`src/design/pwm_pkg.sv`:
```
/*
 * constants for the six channel pwm register core: offsets, fields,
 * reset values. assumes an 8-bit special function bus with byte offsets.
 */
package pwm_pkg;
  // ==========================================================
  // register offsets
  localparam logic [7:0] OFS_CLOCK_CONTROL = 8'h8E;
  localparam logic [7:0] OFS_PERIOD_LOW = 8'hD9;
  localparam logic [7:0] OFS_PERIOD_HIGH = 8'hD1;
  localparam logic [7:0] OFS_ROUTE_A = 8'hDE;
  localparam logic [7:0] OFS_RUN_CONTROL = 8'hD8;
  localparam logic [7:0] OFS_PRESCALE = 8'hDF;
  localparam int NUM_CHAN = 6;
  localparam logic [7:0] OFS_DUTY_LOW [NUM_CHAN] = '{
    8'hDA, 8'hDB, 8'hDC, 8'hDD, 8'hCC, 8'hCD};
  localparam logic [7:0] OFS_DUTY_HIGH [NUM_CHAN] = '{
    8'hD2, 8'hD3, 8'hD4, 8'hD5, 8'hC4, 8'hC5};
  // first channel that lives in the alternate page
  localparam int PAGED_CHAN_FIRST = 4;
  // ==========================================================
  // field positions
  localparam int CKS_BIT = 6;
  localparam int RUN_BIT = 7;
  localparam int LOAD_BIT = 6;
  localparam int CLR_BIT = 4;
  localparam int DIV_W = 3;
  localparam int CNT_W = 16;
  localparam int DIV_CNT_W = 7;
  // ==========================================================
  // reset values
  localparam logic [7:0] RST_BYTE = 8'h00;
  localparam logic [15:0] RST_WORD = 16'h0000;
  localparam logic [DIV_W-1:0] RST_DIV = 3'h0;
  localparam logic [DIV_CNT_W-1:0] RST_DIV_CNT = 7'h00;
  // ==========================================================
  // load handshake states
  typedef enum logic [1:0] {
    LD_IDLE = 2'b01,
    LD_WAIT = 2'b10
  } load_state_t;
endpackage : pwm_pkg

```
`src/design/pwm_prescaler.sv`:
```
/*
 * count enable for the pwm counter: source select and 2^n divider.
 * assumes the timer overflow strobe is a one-cycle pulse on clk_sys.
 */
`timescale 1ns/1ps
`default_nettype none
module pwm_prescaler
  import pwm_pkg::*;
(
  // clock and reset
  input wire logic clk_sys,
  input wire logic sys_rst,
  // control
  input wire logic run,
  input wire logic sel_timer,
  input wire logic [DIV_W-1:0] div_code,
  input wire logic timer1_ovf,
  // result
  output logic tick
);
  logic [DIV_CNT_W-1:0] div_q, div_d;
  logic src_en;
  logic last;

  function automatic logic [DIV_CNT_W-1:0] div_limit(input logic [DIV_W-1:0] c);
    div_limit = DIV_CNT_W'((8'h01 << c) - 8'h01);
  endfunction : div_limit

  always_comb begin
    src_en = sel_timer ? timer1_ovf : 1'b1;
    last = (div_q >= div_limit(div_code));
    tick = run && src_en && last;
    div_d = div_q;
    if (!run) begin
      div_d = RST_DIV_CNT;
    end else if (src_en) begin
      div_d = last ? RST_DIV_CNT : div_q + DIV_CNT_W'(1);
    end
  end

  always_ff @(posedge clk_sys) begin
    if (sys_rst) begin
      div_q <= RST_DIV_CNT;
    end else begin
      div_q <= div_d;
    end
  end
endmodule : pwm_prescaler
`default_nettype wire

```
`src/design/pwm_channel.sv`:
```
/*
 * one edge-aligned generator signal: set at count zero, cleared on
 * duty match. assumes count_next is the value the counter takes on tick.
 */
`timescale 1ns/1ps
`default_nettype none
module pwm_channel
  import pwm_pkg::*;
(
  // clock and reset
  input wire logic clk_sys,
  input wire logic sys_rst,
  // counter side
  input wire logic tick,
  input wire logic [CNT_W-1:0] count_next,
  input wire logic [CNT_W-1:0] duty,
  // result
  output logic gen
);
  logic gen_q, gen_d;

  always_comb begin
    gen_d = gen_q;
    if (tick) begin
      if (count_next == duty) begin
        gen_d = 1'b0;
      end else if (count_next == RST_WORD) begin
        gen_d = 1'b1;
      end
    end
  end

  always_ff @(posedge clk_sys) begin
    if (sys_rst) begin
      gen_q <= 1'b0;
    end else begin
      gen_q <= gen_d;
    end
  end

  assign gen = gen_q;
endmodule : pwm_channel
`default_nettype wire

```
`src/design/pwm_core.sv`:
```
/*
 * six channel pwm core: register file, double buffered period and
 * duty, 16-bit up counter, generator signals and pin routing.
 * assumes a single-cycle register port on clk_sys and a page level
 * driven by the cpu; gpio values come from the port logic.
 */
// Summary of operation
// - count clock is system clock, or timer overflow when source bit set
// - period is sixteen bits from a low and a high byte register
// - six channels each hold a sixteen-bit duty from two bytes
// - route bits 0..5 put channel outputs on pins instead of gpio
// - reset clears clock, period, duty and route registers to zero
// - duty bytes of channels 4 and 5 only reachable in page 1
// - counter runs 0..period; output set at zero, cleared on duty match
// - period and duty load at period end on request; request self-clears
// - counter stays idle while run enable is low
// - prescale code divides source by 1 up to 128 in powers of two
`timescale 1ns/1ps
`default_nettype none
module pwm_core
  import pwm_pkg::*;
(
  // clock and reset
  input wire logic clk_sys,
  input wire logic sys_rst,
  // register port
  input wire logic [7:0] reg_addr,
  input wire logic [7:0] reg_wdata,
  input wire logic reg_wr,
  input wire logic reg_rd,
  output logic [7:0] reg_rdata,
  input wire logic page1_sel,
  // timer side
  input wire logic timer1_ovf,
  // shared pins
  input wire logic [NUM_CHAN-1:0] gpio_out,
  input wire logic [NUM_CHAN-1:0] gpio_oe_n,
  output logic [NUM_CHAN-1:0] pin_out,
  output logic [NUM_CHAN-1:0] pin_oe_n,
  output logic [NUM_CHAN-1:0] gen_signal
);
  // ==========================================================
  // state
  logic cks_q, cks_d;
  logic [CNT_W-1:0] per_sh_q, per_sh_d;
  logic [CNT_W-1:0] per_act_q, per_act_d;
  logic [CNT_W-1:0] duty_sh_q [NUM_CHAN];
  logic [CNT_W-1:0] duty_sh_d [NUM_CHAN];
  logic [CNT_W-1:0] duty_act_q [NUM_CHAN];
  logic [CNT_W-1:0] duty_act_d [NUM_CHAN];
  logic [NUM_CHAN-1:0] route_q, route_d;
  logic run_q, run_d;
  logic clr_q, clr_d;
  logic [DIV_W-1:0] div_q, div_d;
  load_state_t load_q, load_d;
  logic [7:0] rdata_q, rdata_d;
  logic [CNT_W-1:0] cnt_q, cnt_d;
  logic [NUM_CHAN-1:0] pin_q, pin_d;
  logic [NUM_CHAN-1:0] oe_n_q, oe_n_d;
  logic tick;
  logic period_end;
  logic [NUM_CHAN-1:0] gen;

  // ==========================================================
  // address decode
  // paged duty bytes answer only with the page selected
  function automatic logic reachable(input logic [7:0] a, input logic pg);
    reachable = 1'b1;
    for (int i = PAGED_CHAN_FIRST; i < NUM_CHAN; i++) begin
      if ((a == OFS_DUTY_LOW[i]) || (a == OFS_DUTY_HIGH[i])) begin
        reachable = pg;
      end
    end
  endfunction : reachable

  // ==========================================================
  // register file
  always_comb begin
    cks_d = cks_q;
    per_sh_d = per_sh_q;
    duty_sh_d = duty_sh_q;
    route_d = route_q;
    run_d = run_q;
    div_d = div_q;
    rdata_d = RST_BYTE;
    if (reg_wr && reachable(reg_addr, page1_sel)) begin
      case (reg_addr)
        OFS_CLOCK_CONTROL: begin
          cks_d = reg_wdata[CKS_BIT];
        end
        OFS_PERIOD_LOW: begin
          per_sh_d[7:0] = reg_wdata;
        end
        OFS_PERIOD_HIGH: begin
          per_sh_d[15:8] = reg_wdata;
        end
        OFS_ROUTE_A: begin
          route_d = reg_wdata[NUM_CHAN-1:0];
        end
        OFS_RUN_CONTROL: begin
          run_d = reg_wdata[RUN_BIT];
        end
        OFS_PRESCALE: begin
          div_d = reg_wdata[DIV_W-1:0];
        end
        default: begin
          for (int i = 0; i < NUM_CHAN; i++) begin
            if (reg_addr == OFS_DUTY_LOW[i]) begin
              duty_sh_d[i][7:0] = reg_wdata;
            end
            if (reg_addr == OFS_DUTY_HIGH[i]) begin
              duty_sh_d[i][15:8] = reg_wdata;
            end
          end
        end
      endcase
    end
    if (reg_rd && reachable(reg_addr, page1_sel)) begin
      case (reg_addr)
        OFS_CLOCK_CONTROL: begin
          rdata_d[CKS_BIT] = cks_q;
        end
        OFS_PERIOD_LOW: begin
          rdata_d = per_sh_q[7:0];
        end
        OFS_PERIOD_HIGH: begin
          rdata_d = per_sh_q[15:8];
        end
        OFS_ROUTE_A: begin
          rdata_d[NUM_CHAN-1:0] = route_q;
        end
        OFS_RUN_CONTROL: begin
          rdata_d[RUN_BIT] = run_q;
          rdata_d[LOAD_BIT] = (load_q == LD_WAIT);
          rdata_d[CLR_BIT] = clr_q;
        end
        OFS_PRESCALE: begin
          rdata_d[DIV_W-1:0] = div_q;
        end
        default: begin
          for (int i = 0; i < NUM_CHAN; i++) begin
            if (reg_addr == OFS_DUTY_LOW[i]) begin
              rdata_d = duty_sh_q[i][7:0];
            end
            if (reg_addr == OFS_DUTY_HIGH[i]) begin
              rdata_d = duty_sh_q[i][15:8];
            end
          end
        end
      endcase
    end
  end

  always_ff @(posedge clk_sys) begin
    if (sys_rst) begin
      cks_q <= 1'b0;
      per_sh_q <= RST_WORD;
      for (int i = 0; i < NUM_CHAN; i++) begin
        duty_sh_q[i] <= RST_WORD;
      end
      route_q <= RST_BYTE[NUM_CHAN-1:0];
      run_q <= 1'b0;
      div_q <= RST_DIV;
      rdata_q <= RST_BYTE;
    end else begin
      cks_q <= cks_d;
      per_sh_q <= per_sh_d;
      duty_sh_q <= duty_sh_d;
      route_q <= route_d;
      run_q <= run_d;
      div_q <= div_d;
      rdata_q <= rdata_d;
    end
  end

  assign reg_rdata = rdata_q;

  // ==========================================================
  // count enable
  pwm_prescaler u_presc (
    .clk_sys(clk_sys),
    .sys_rst(sys_rst),
    .run(run_q),
    .sel_timer(cks_q),
    .div_code(div_q),
    .timer1_ovf(timer1_ovf),
    .tick(tick)
  );

  // ==========================================================
  // counter, load and clear handshakes
  logic wr_ctl;
  assign wr_ctl = reg_wr && (reg_addr == OFS_RUN_CONTROL);
  assign period_end = tick && (cnt_q >= per_act_q);

  always_comb begin
    cnt_d = cnt_q;
    per_act_d = per_act_q;
    duty_act_d = duty_act_q;
    load_d = load_q;
    clr_d = clr_q;
    if (clr_q) begin
      cnt_d = RST_WORD;
      clr_d = 1'b0;
    end else if (tick) begin
      cnt_d = period_end ? RST_WORD : cnt_q + CNT_W'(1);
    end
    case (load_q)
      LD_IDLE: begin
        if (wr_ctl && reg_wdata[LOAD_BIT]) begin
          load_d = LD_WAIT;
        end
      end
      LD_WAIT: begin
        if (period_end) begin
          per_act_d = per_sh_q;
          duty_act_d = duty_sh_q;
          load_d = LD_IDLE;
        end
      end
      default: begin
        load_d = LD_IDLE;
      end
    endcase
    // a new request in the completing cycle stays pending
    if (wr_ctl && reg_wdata[LOAD_BIT]) begin
      load_d = LD_WAIT;
    end
    if (wr_ctl && reg_wdata[CLR_BIT]) begin
      clr_d = 1'b1;
    end
  end

  always_ff @(posedge clk_sys) begin
    if (sys_rst) begin
      cnt_q <= RST_WORD;
      per_act_q <= RST_WORD;
      for (int i = 0; i < NUM_CHAN; i++) begin
        duty_act_q[i] <= RST_WORD;
      end
      load_q <= LD_IDLE;
      clr_q <= 1'b0;
    end else begin
      cnt_q <= cnt_d;
      per_act_q <= per_act_d;
      duty_act_q <= duty_act_d;
      load_q <= load_d;
      clr_q <= clr_d;
    end
  end

  // ==========================================================
  // generator signals
  for (genvar g = 0; g < NUM_CHAN; g++) begin : g_chan
    pwm_channel u_chan (
      .clk_sys(clk_sys),
      .sys_rst(sys_rst),
      .tick(tick && !clr_q),
      .count_next(cnt_d),
      .duty(duty_act_d[g]),
      .gen(gen[g])
    );
  end

  assign gen_signal = gen;

  // ==========================================================
  // pin multiplexer
  always_comb begin
    for (int i = 0; i < NUM_CHAN; i++) begin
      pin_d[i] = route_q[i] ? gen[i] : gpio_out[i];
      oe_n_d[i] = route_q[i] ? 1'b0 : gpio_oe_n[i];
    end
  end

  always_ff @(posedge clk_sys) begin
    if (sys_rst) begin
      pin_q <= RST_BYTE[NUM_CHAN-1:0];
      oe_n_q <= {NUM_CHAN{1'b1}};
    end else begin
      pin_q <= pin_d;
      oe_n_q <= oe_n_d;
    end
  end

  assign pin_out = pin_q;
  assign pin_oe_n = oe_n_q;
endmodule : pwm_core
`default_nettype wire

```
`config.mk`:
```
export PLATFORM = sky130hd
export DESIGN_NAME = pwm_core
export DESIGN_NICKNAME = d
export VERILOG_FILES = /design/src/design/pwm_pkg.sv /design/src/design/pwm_prescaler.sv /design/src/design/pwm_channel.sv /design/src/design/pwm_core.sv
export SDC_FILE = /design/constraint.sdc
export NUM_CORES = 1
export LEC_CHECK = 0
export ABC_AREA = 1
export CAP_MARGIN = 20
export CORE_UTILIZATION = 46
export CTS_CLUSTER_SIZE = 14
export DETAILED_ROUTE_END_ITERATION = 8
export DONT_BUFFER_PORTS = 1
export PLACE_DENSITY = 0.62
export SKIP_LAST_GASP = 1
export SLEW_MARGIN = 20
export SYNTH_ARGS = -nofsm -noshare
export SYNTH_HDL_FRONTEND = slang
export SYNTH_SLANG_ARGS = --single-unit
```
`constraint.sdc`:
```
create_clock -name clk_sys -period 5.9 [get_ports clk_sys]
set_input_delay 1.18 -clock clk_sys [delete_from_list [all_inputs] [get_ports clk_sys]]
set_output_delay 1.18 -clock clk_sys [all_outputs]
set_load 0.01 [all_outputs]
```
==> results of run 1 <==
[cells in the mapped netlist, drive strengths merged, types with 3 or more instances]
master	number
a2111oi	3
a211oi	7
a21oi	169
a221oi	10
and2	4
buf	57
clkbuf	47
clkinv	3
dfxtp	287
ha	25
inv	302
nand2	457
nand3	97
nand3b	6
nand4	48
nor2	289
nor3	23
nor4	7
o211ai	8
o21ai	215
o22ai	10
or2	5
xnor2	7
xor2	22
[cell type report]
type,instances,share of cell area
multi-input combinational,1424,0.443
clock buffer,47,0.0632
inverter,305,0.0744
timing repair buffer,12,0.00662
clock inverter,12,0.0103
tap,396,0.0320
sequential,287,0.371
[power breakdown]
part | switching (mW) | leakage [nW] | internal [mW] | total [mW]
registers | 0.00581 | 2.31 | 1.94 | 1.95
clock network | 0.845 | 0.557 | 1.30 | 2.14
logic | 0.0512 | 3.36 | 0.0177 | 0.0689
[kinds of logic (layout without fill, tap and decap cells)]
logic type	count (synthesis)	count (layout)	synth area share
AND/OR/NAND/NOR	938	938	0.279
AO/OA/AOI/OAI	432	432	0.161
buffers and inverters	409	376	0.117
flip-flops	287	287	0.403
XOR/XNOR	29	29	0.0178
adder cells (fa/ha/maj)	25	25	0.0219
[sequential cells by signal, summed over array words and instances (netlist names), 2 cells and up]
| name | cells |
|---|---|
| duty_sh_q | 96 |
| g_chan.u_chan.gen | 6 |
| reg_rdata | 8 |
| div_q | 3 |
| per_act_q | 16 |
| pin_out | 6 |
| load_q | 2 |
| duty_act_q | 96 |
| per_sh_q | 16 |
| u_presc.div_q | 7 |
| pin_oe_n | 6 |
| cnt_q | 16 |
| route_q | 6 |
[worst max-delay path by stage]
stage / cells after the start / slack (ps) / endpoint
2_1_floorplan: 13 / 3010 / duty_sh_q[45]
3_3_place_gp: 16 / 1760 / g_chan[5].u_chan.gen
3_5_place_dp: 14 / 1670 / g_chan[0].u_chan.gen
4_1_cts: 20 / 1800 / g_chan[3].u_chan.gen
5_1_grt: 22 / 1400 / g_chan[3].u_chan.gen
6_report: 21 / 1760 / g_chan[2].u_chan.gen
[critical path, cell delays in order, from the launching register on]
cell and delay (ps):
dfxtp_1 460, ha_1 300, nand2_1 90, inv_1 50
nand2_1 50, nand2_1 40, nand2_1 50, nand2_1 50
nand2_1 100, nand3_2 480, nand2_4 380, nand3_1 100
nor2_1 870, inv_1 280, nand2_1 120, nand2_1 50
nor2_1 100, nand3_1 130, nor2_1 120, nand3_1 80
nand2_1 60, nor2_1 50
[routing by layer]
metal  GRT usage  up-vias  part of all wire
li1            -     6687                 -
met1       0.462     6249              0.45
met2       0.452      624              0.41
met3      0.0686       84              0.11
met4       0.102        2             0.027
met5           0        -           0.00020
[through the flow]
step           worst slack, ps  cell area, um2  utilization  total power [mW]
2_1_floorplan             3010           14300            -              2.06
3_3_place_gp              1760           14400        0.470              2.06
3_5_place_dp              1670           14400        0.470              2.06
4_1_cts                   1800           15500        0.508              4.18
5_1_grt                   1400           15500        0.508              4.27
6_report                  1760           15500        0.508              4.16
==> reports/qor.csv, run 1 <==
metric,value,unit
max-clock-path-buffers,3,
synth_area,0.0143,mm2
grt_max_degree,144,
hold_path_depth,1,
worst_r2r_startpoint,cnt_q[3],
dp.cells,2424,
min_to,pin_out[0],
fmax,0.241,GHz
reg2reg_setup_slack,1760,ps
vdd_ir_drop_max,218,uV
row_count,64,
reg2reg_depth,21,
setup_viol,0,
p_leak,6.23,nW
grt_pass1_wl,74400,um
async_flop_share,0,
ys_warn_count,0,
path_max_fanout,27,
dp_hpwl,34300,um
final_common_cell,nand2_1,
yosys.area.top_type_share,0.403,
place_congestion,0.946,
critPathLaunchType,flip-flop,
syn_nets,2179,
ant_nets,0,
cts_resized,0,
maxCapViolCount,0,
required,6320,ps
cts_tree,yes,
firstDrtPassIters,6,
syn-mean-instance-area,6.73,um2
finalMaxSlewViolations,0,
first_iter_violations,1529,
antenna_found_initial,1,
r2r-end,g_chan[2].u_chan.gen,
clkSlewWorstSetupHoldPaths,60,ps
clock_latency,530,ps
critPathKind,reg2reg,
power.density,268,mW/mm2
layout.nets,2123,
cp-end-kind,flip-flop,
synth-seq-cells,287,
yosysTopAreaCell,dfxtp_1,
core,0.0305,mm2
areaGrowthSynthToFinish,8.64,%
die_area,0.0317,mm2
viasPerCell,5.50,
tns,0,ps
ctsHoldBuffers,0,
period_share,0.702,
regArea,0.00575,mm2
clock_skew,25.3,ps
multiInputGateArea,0.00686,mm2
io_buffers,0,
synth_edf_count,0,
synth_cell_types,53,
seq_area_frac_synth,0.403,
cts-root-buf,clkbuf_16,
status,"finished, final reports clean",
hold_violations,0,
drive_above_1_share,0.0474,
cp_data_arrival_time,4560,ps
route.detailed.drc,0,
maxSlewHeadroom,0.235,
vias,13600,
htreeDepth,2,
tightest_slew,1140,ps
numCtsBuffers,34,
die_h,178,um
min_from,route_q[0],
wl,49300,um
gr-total-overflow,0,
startpoint,cnt_q[3],
cts_post_setup_buffers_inserted,0,
grt_pass1_vias,12200,
ios,60,
synthTopCellsByArea,"dfxtp_1 40%, nand2_1 12%, inv_1 7.8%",
rsz0062_at_grt,false,
cts_sinks,287,
synthFlopType,dfxtp_1,
final_cell_mix,"453 x nand2_1, 295 x inv_1, 287 x dfxtp_1, 280 x nor2_1, 175 x o21ai_0",
die_x,178,um
fin_cells,2483,
grtUsageTotal,0.315,
fillerInstances,3127,
diodes,0,
hp-class,reg2reg,
synthCells,2120,
initial_core_util,0.467,
layout_min_cycle_time,4140,ps
hold_slack,466,ps
avgRoutedWirePerCell,19.9,um
Note: power is estimated with default switching activity, not from simulation.
==> run 2: changes to the inputs <==
Clock period 5.9 ns to 3.85 ns, I/O delays scaled along.
==> reports/qor.csv, run 2 (same netlist as run 1, synthesis figures left out) <==
metric,value,unit,change
critPathKind,reg2reg,,unchanged
path_max_fanout,36,,was 27
grt_pass1_wl,75900,um,was 74400 um
r2r-end,g_chan[0].u_chan.gen,,was g_chan[2].u_chan.gen
tightest_slew,1020,ps,was 1140 ps
min_to,pin_oe_n[0],,was pin_out[0]
reg2reg_setup_slack,210,ps,was 1760 ps
clockPowerShare,0.510,,was 0.515
cts-root-buf,clkbuf_16,,unchanged
power.share.sequential,0.472,,was 0.469
final_common_cell,nand2_1,,unchanged
grt_max_degree,144,,unchanged
fmax,0.275,GHz,was 0.241 GHz
critPathLaunchType,flip-flop,,unchanged
io_buffers,0,,unchanged
clock_skew,18.0,ps,was 25.3 ps
layout_min_cycle_time,3640,ps,was 4140 ps
gr-total-overflow,0,,unchanged
die_x,178,um,unchanged
wl,50200,um,was 49300 um
min_from,gpio_oe_n[0],,was route_q[0]
period_share,0.944,,was 0.702
clkSlewWorstSetupHoldPaths,60,ps,about the same
grtUsageTotal,0.321,,was 0.315
finalMaxSlewViolations,0,,unchanged
drive_above_1_share,0.0710,,was 0.0474
internal_power,4.93,mW,was 3.26 mW
route.detailed.drc,0,,unchanged
maxSlewHeadroom,0.303,,was 0.235
die_area,0.0317,mm2,unchanged
final_cell_mix,"453 x nand2_1, 295 x inv_1, 286 x dfxtp_1, 279 x nor2_1, 175 x o21ai_0",,"was 453 x nand2_1, 295 x inv_1, 287 x dfxtp_1, 280 x nor2_1, 175 x o21ai_0"
combPwrFrac,0.018,,was 0.017
required,4260,ps,was 6320 ps
vias,13900,,was 13600
power.density,398,mW/mm2,was 268 mW/mm2
fin_util,0.522,,was 0.508
areaGrowthSynthToFinish,11.6,%,was 8.64%
tns,0,ps,unchanged
ios,60,,unchanged
numCtsBuffers,34,,unchanged
die_h,178,um,unchanged
grt_pass1_vias,12600,,was 12200
first_iter_violations,1454,,was 1529
hold_slack,352,ps,was 466 ps
layout.nets,2175,,was 2123
cts_tree,yes,,unchanged
dp_hpwl,36500,um,was 34300 um
cts_post_setup_buffers_inserted,0,,unchanged
hp-class,in2reg,,was reg2reg
cp_data_arrival_time,4050,ps,was 4560 ps
p_switching,1.41,mW,was 0.902 mW
setup_ws,214,ps,was 1760 ps
cts_sinks,287,,unchanged
hold_violations,0,,unchanged
row_count,64,,unchanged
worst_r2r_startpoint,div_q[1],,was cnt_q[3]
hold_path_depth,2,,was 1
core,0.0305,mm2,unchanged
pre_cts_ws,202,ps,was 1670 ps
maxCapViolCount,0,,unchanged
antenna_found_initial,0,,was 1
htreeDepth,2,,unchanged
place_congestion,0.957,,was 0.946
firstDrtPassIters,6,,unchanged
avgRoutedWirePerCell,19.8,um,was 19.9 um
vdd_ir_drop_max,341,uV,was 218 uV
clock_latency,520,ps,was 530 ps
reg2reg_depth,16,,was 21
cp-end-kind,flip-flop,,unchanged
viasPerCell,5.47,,was 5.50
initial_core_util,0.467,,unchanged
reg.largest.list,"duty_act_q (96), duty_sh_q (96)",,unchanged
diodes,0,,unchanged
p_leak,6.49,nW,was 6.23 nW
status,"finished, final reports clean",,unchanged
max-clock-path-buffers,3,,unchanged
ant_nets,0,,unchanged
p_sw_frac,0.222,,was 0.217
setup_viol,0,,unchanged
## run 2: area by class of cell
cell class / instances / area [um2]
fill: 3028 / 14600
clock inverter: 12 / 138
sequential: 287 / 5750
inverter: 305 / 1150
clock buffer: 49 / 977
tap: 396 / 495
timing repair buffer: 64 / 548
multi-input combinational: 1424 / 6870
## run 2: power by group through the flow
stage / Combinational [mW] / Clock, mW / Sequential, mW
final: 0.117 / 3.23 / 2.99
after global routing: 0.131 / 3.38 / 2.99
after CTS: 0.113 / 3.27 / 2.99
after detailed placement: 0.113 / 0 / 3.05
after global placement: 0.111 / 0 / 3.05
after floorplan: 0.106 / 0 / 3.05
## run 2: critical path, stage by stage (launching register included)
cell     delay [ps]
dfxtp_1         410
nand3_1         120
ha_1            320
nand2_1         100
inv_1            50
a21oi_2         170
nand3_4         160
nand2_8         140
inv_8           100
nand2_4         140
nand4_1         710
buf_4           420
xor2_1          150
nor2_1          110
nand3_1         120
nor2_2          230
nor2_1           60
## run 2: how the worst max path moves through the flow
| stage | to | slack, ps | from | cells after the start |
|---|---|---|---|---|
| floorplan | g_chan[0].u_chan.gen | 1310 | div_q[2] | 19 |
| global placement | g_chan[0].u_chan.gen | 220 | div_q[2] | 16 |
| detailed placement | g_chan[0].u_chan.gen | 200 | div_q[2] | 16 |
| CTS | g_chan[0].u_chan.gen | 190 | div_q[2] | 16 |
| global route | g_chan[0].u_chan.gen | -0.8 | div_q[1] | 21 |
| finish | g_chan[0].u_chan.gen | 210 | div_q[1] | 16 |
## run 2: timing repair
| item | in CTS | in global routing |
|---|---|---|
| resized for setup | 0 | 6 |
| endpoints found under the setup margin | 0 | 3 |
| hold buffers | 0 | 0 |
## run 2: metrics by stage
step                instances  instance area (um2)  total power [mW]
global placement         2474                14800              3.17
global route             2537                15900              6.50
CTS                      2536                15900              6.37
detailed placement       2475                14800              3.17
finish                   2537                15900              6.33
floorplan                2120                14300              3.16
## run 2: per-layer routing
metal	track usage	vias to the layer above	share of wire	wire, um
li1	-	6793	-	-
met1	0.454	6313	0.45	22400
met2	0.466	646	0.41	20800
met3	0.0718	115	0.099	4960
met4	0.132	0	0.041	2040
met5	0	-	0	0
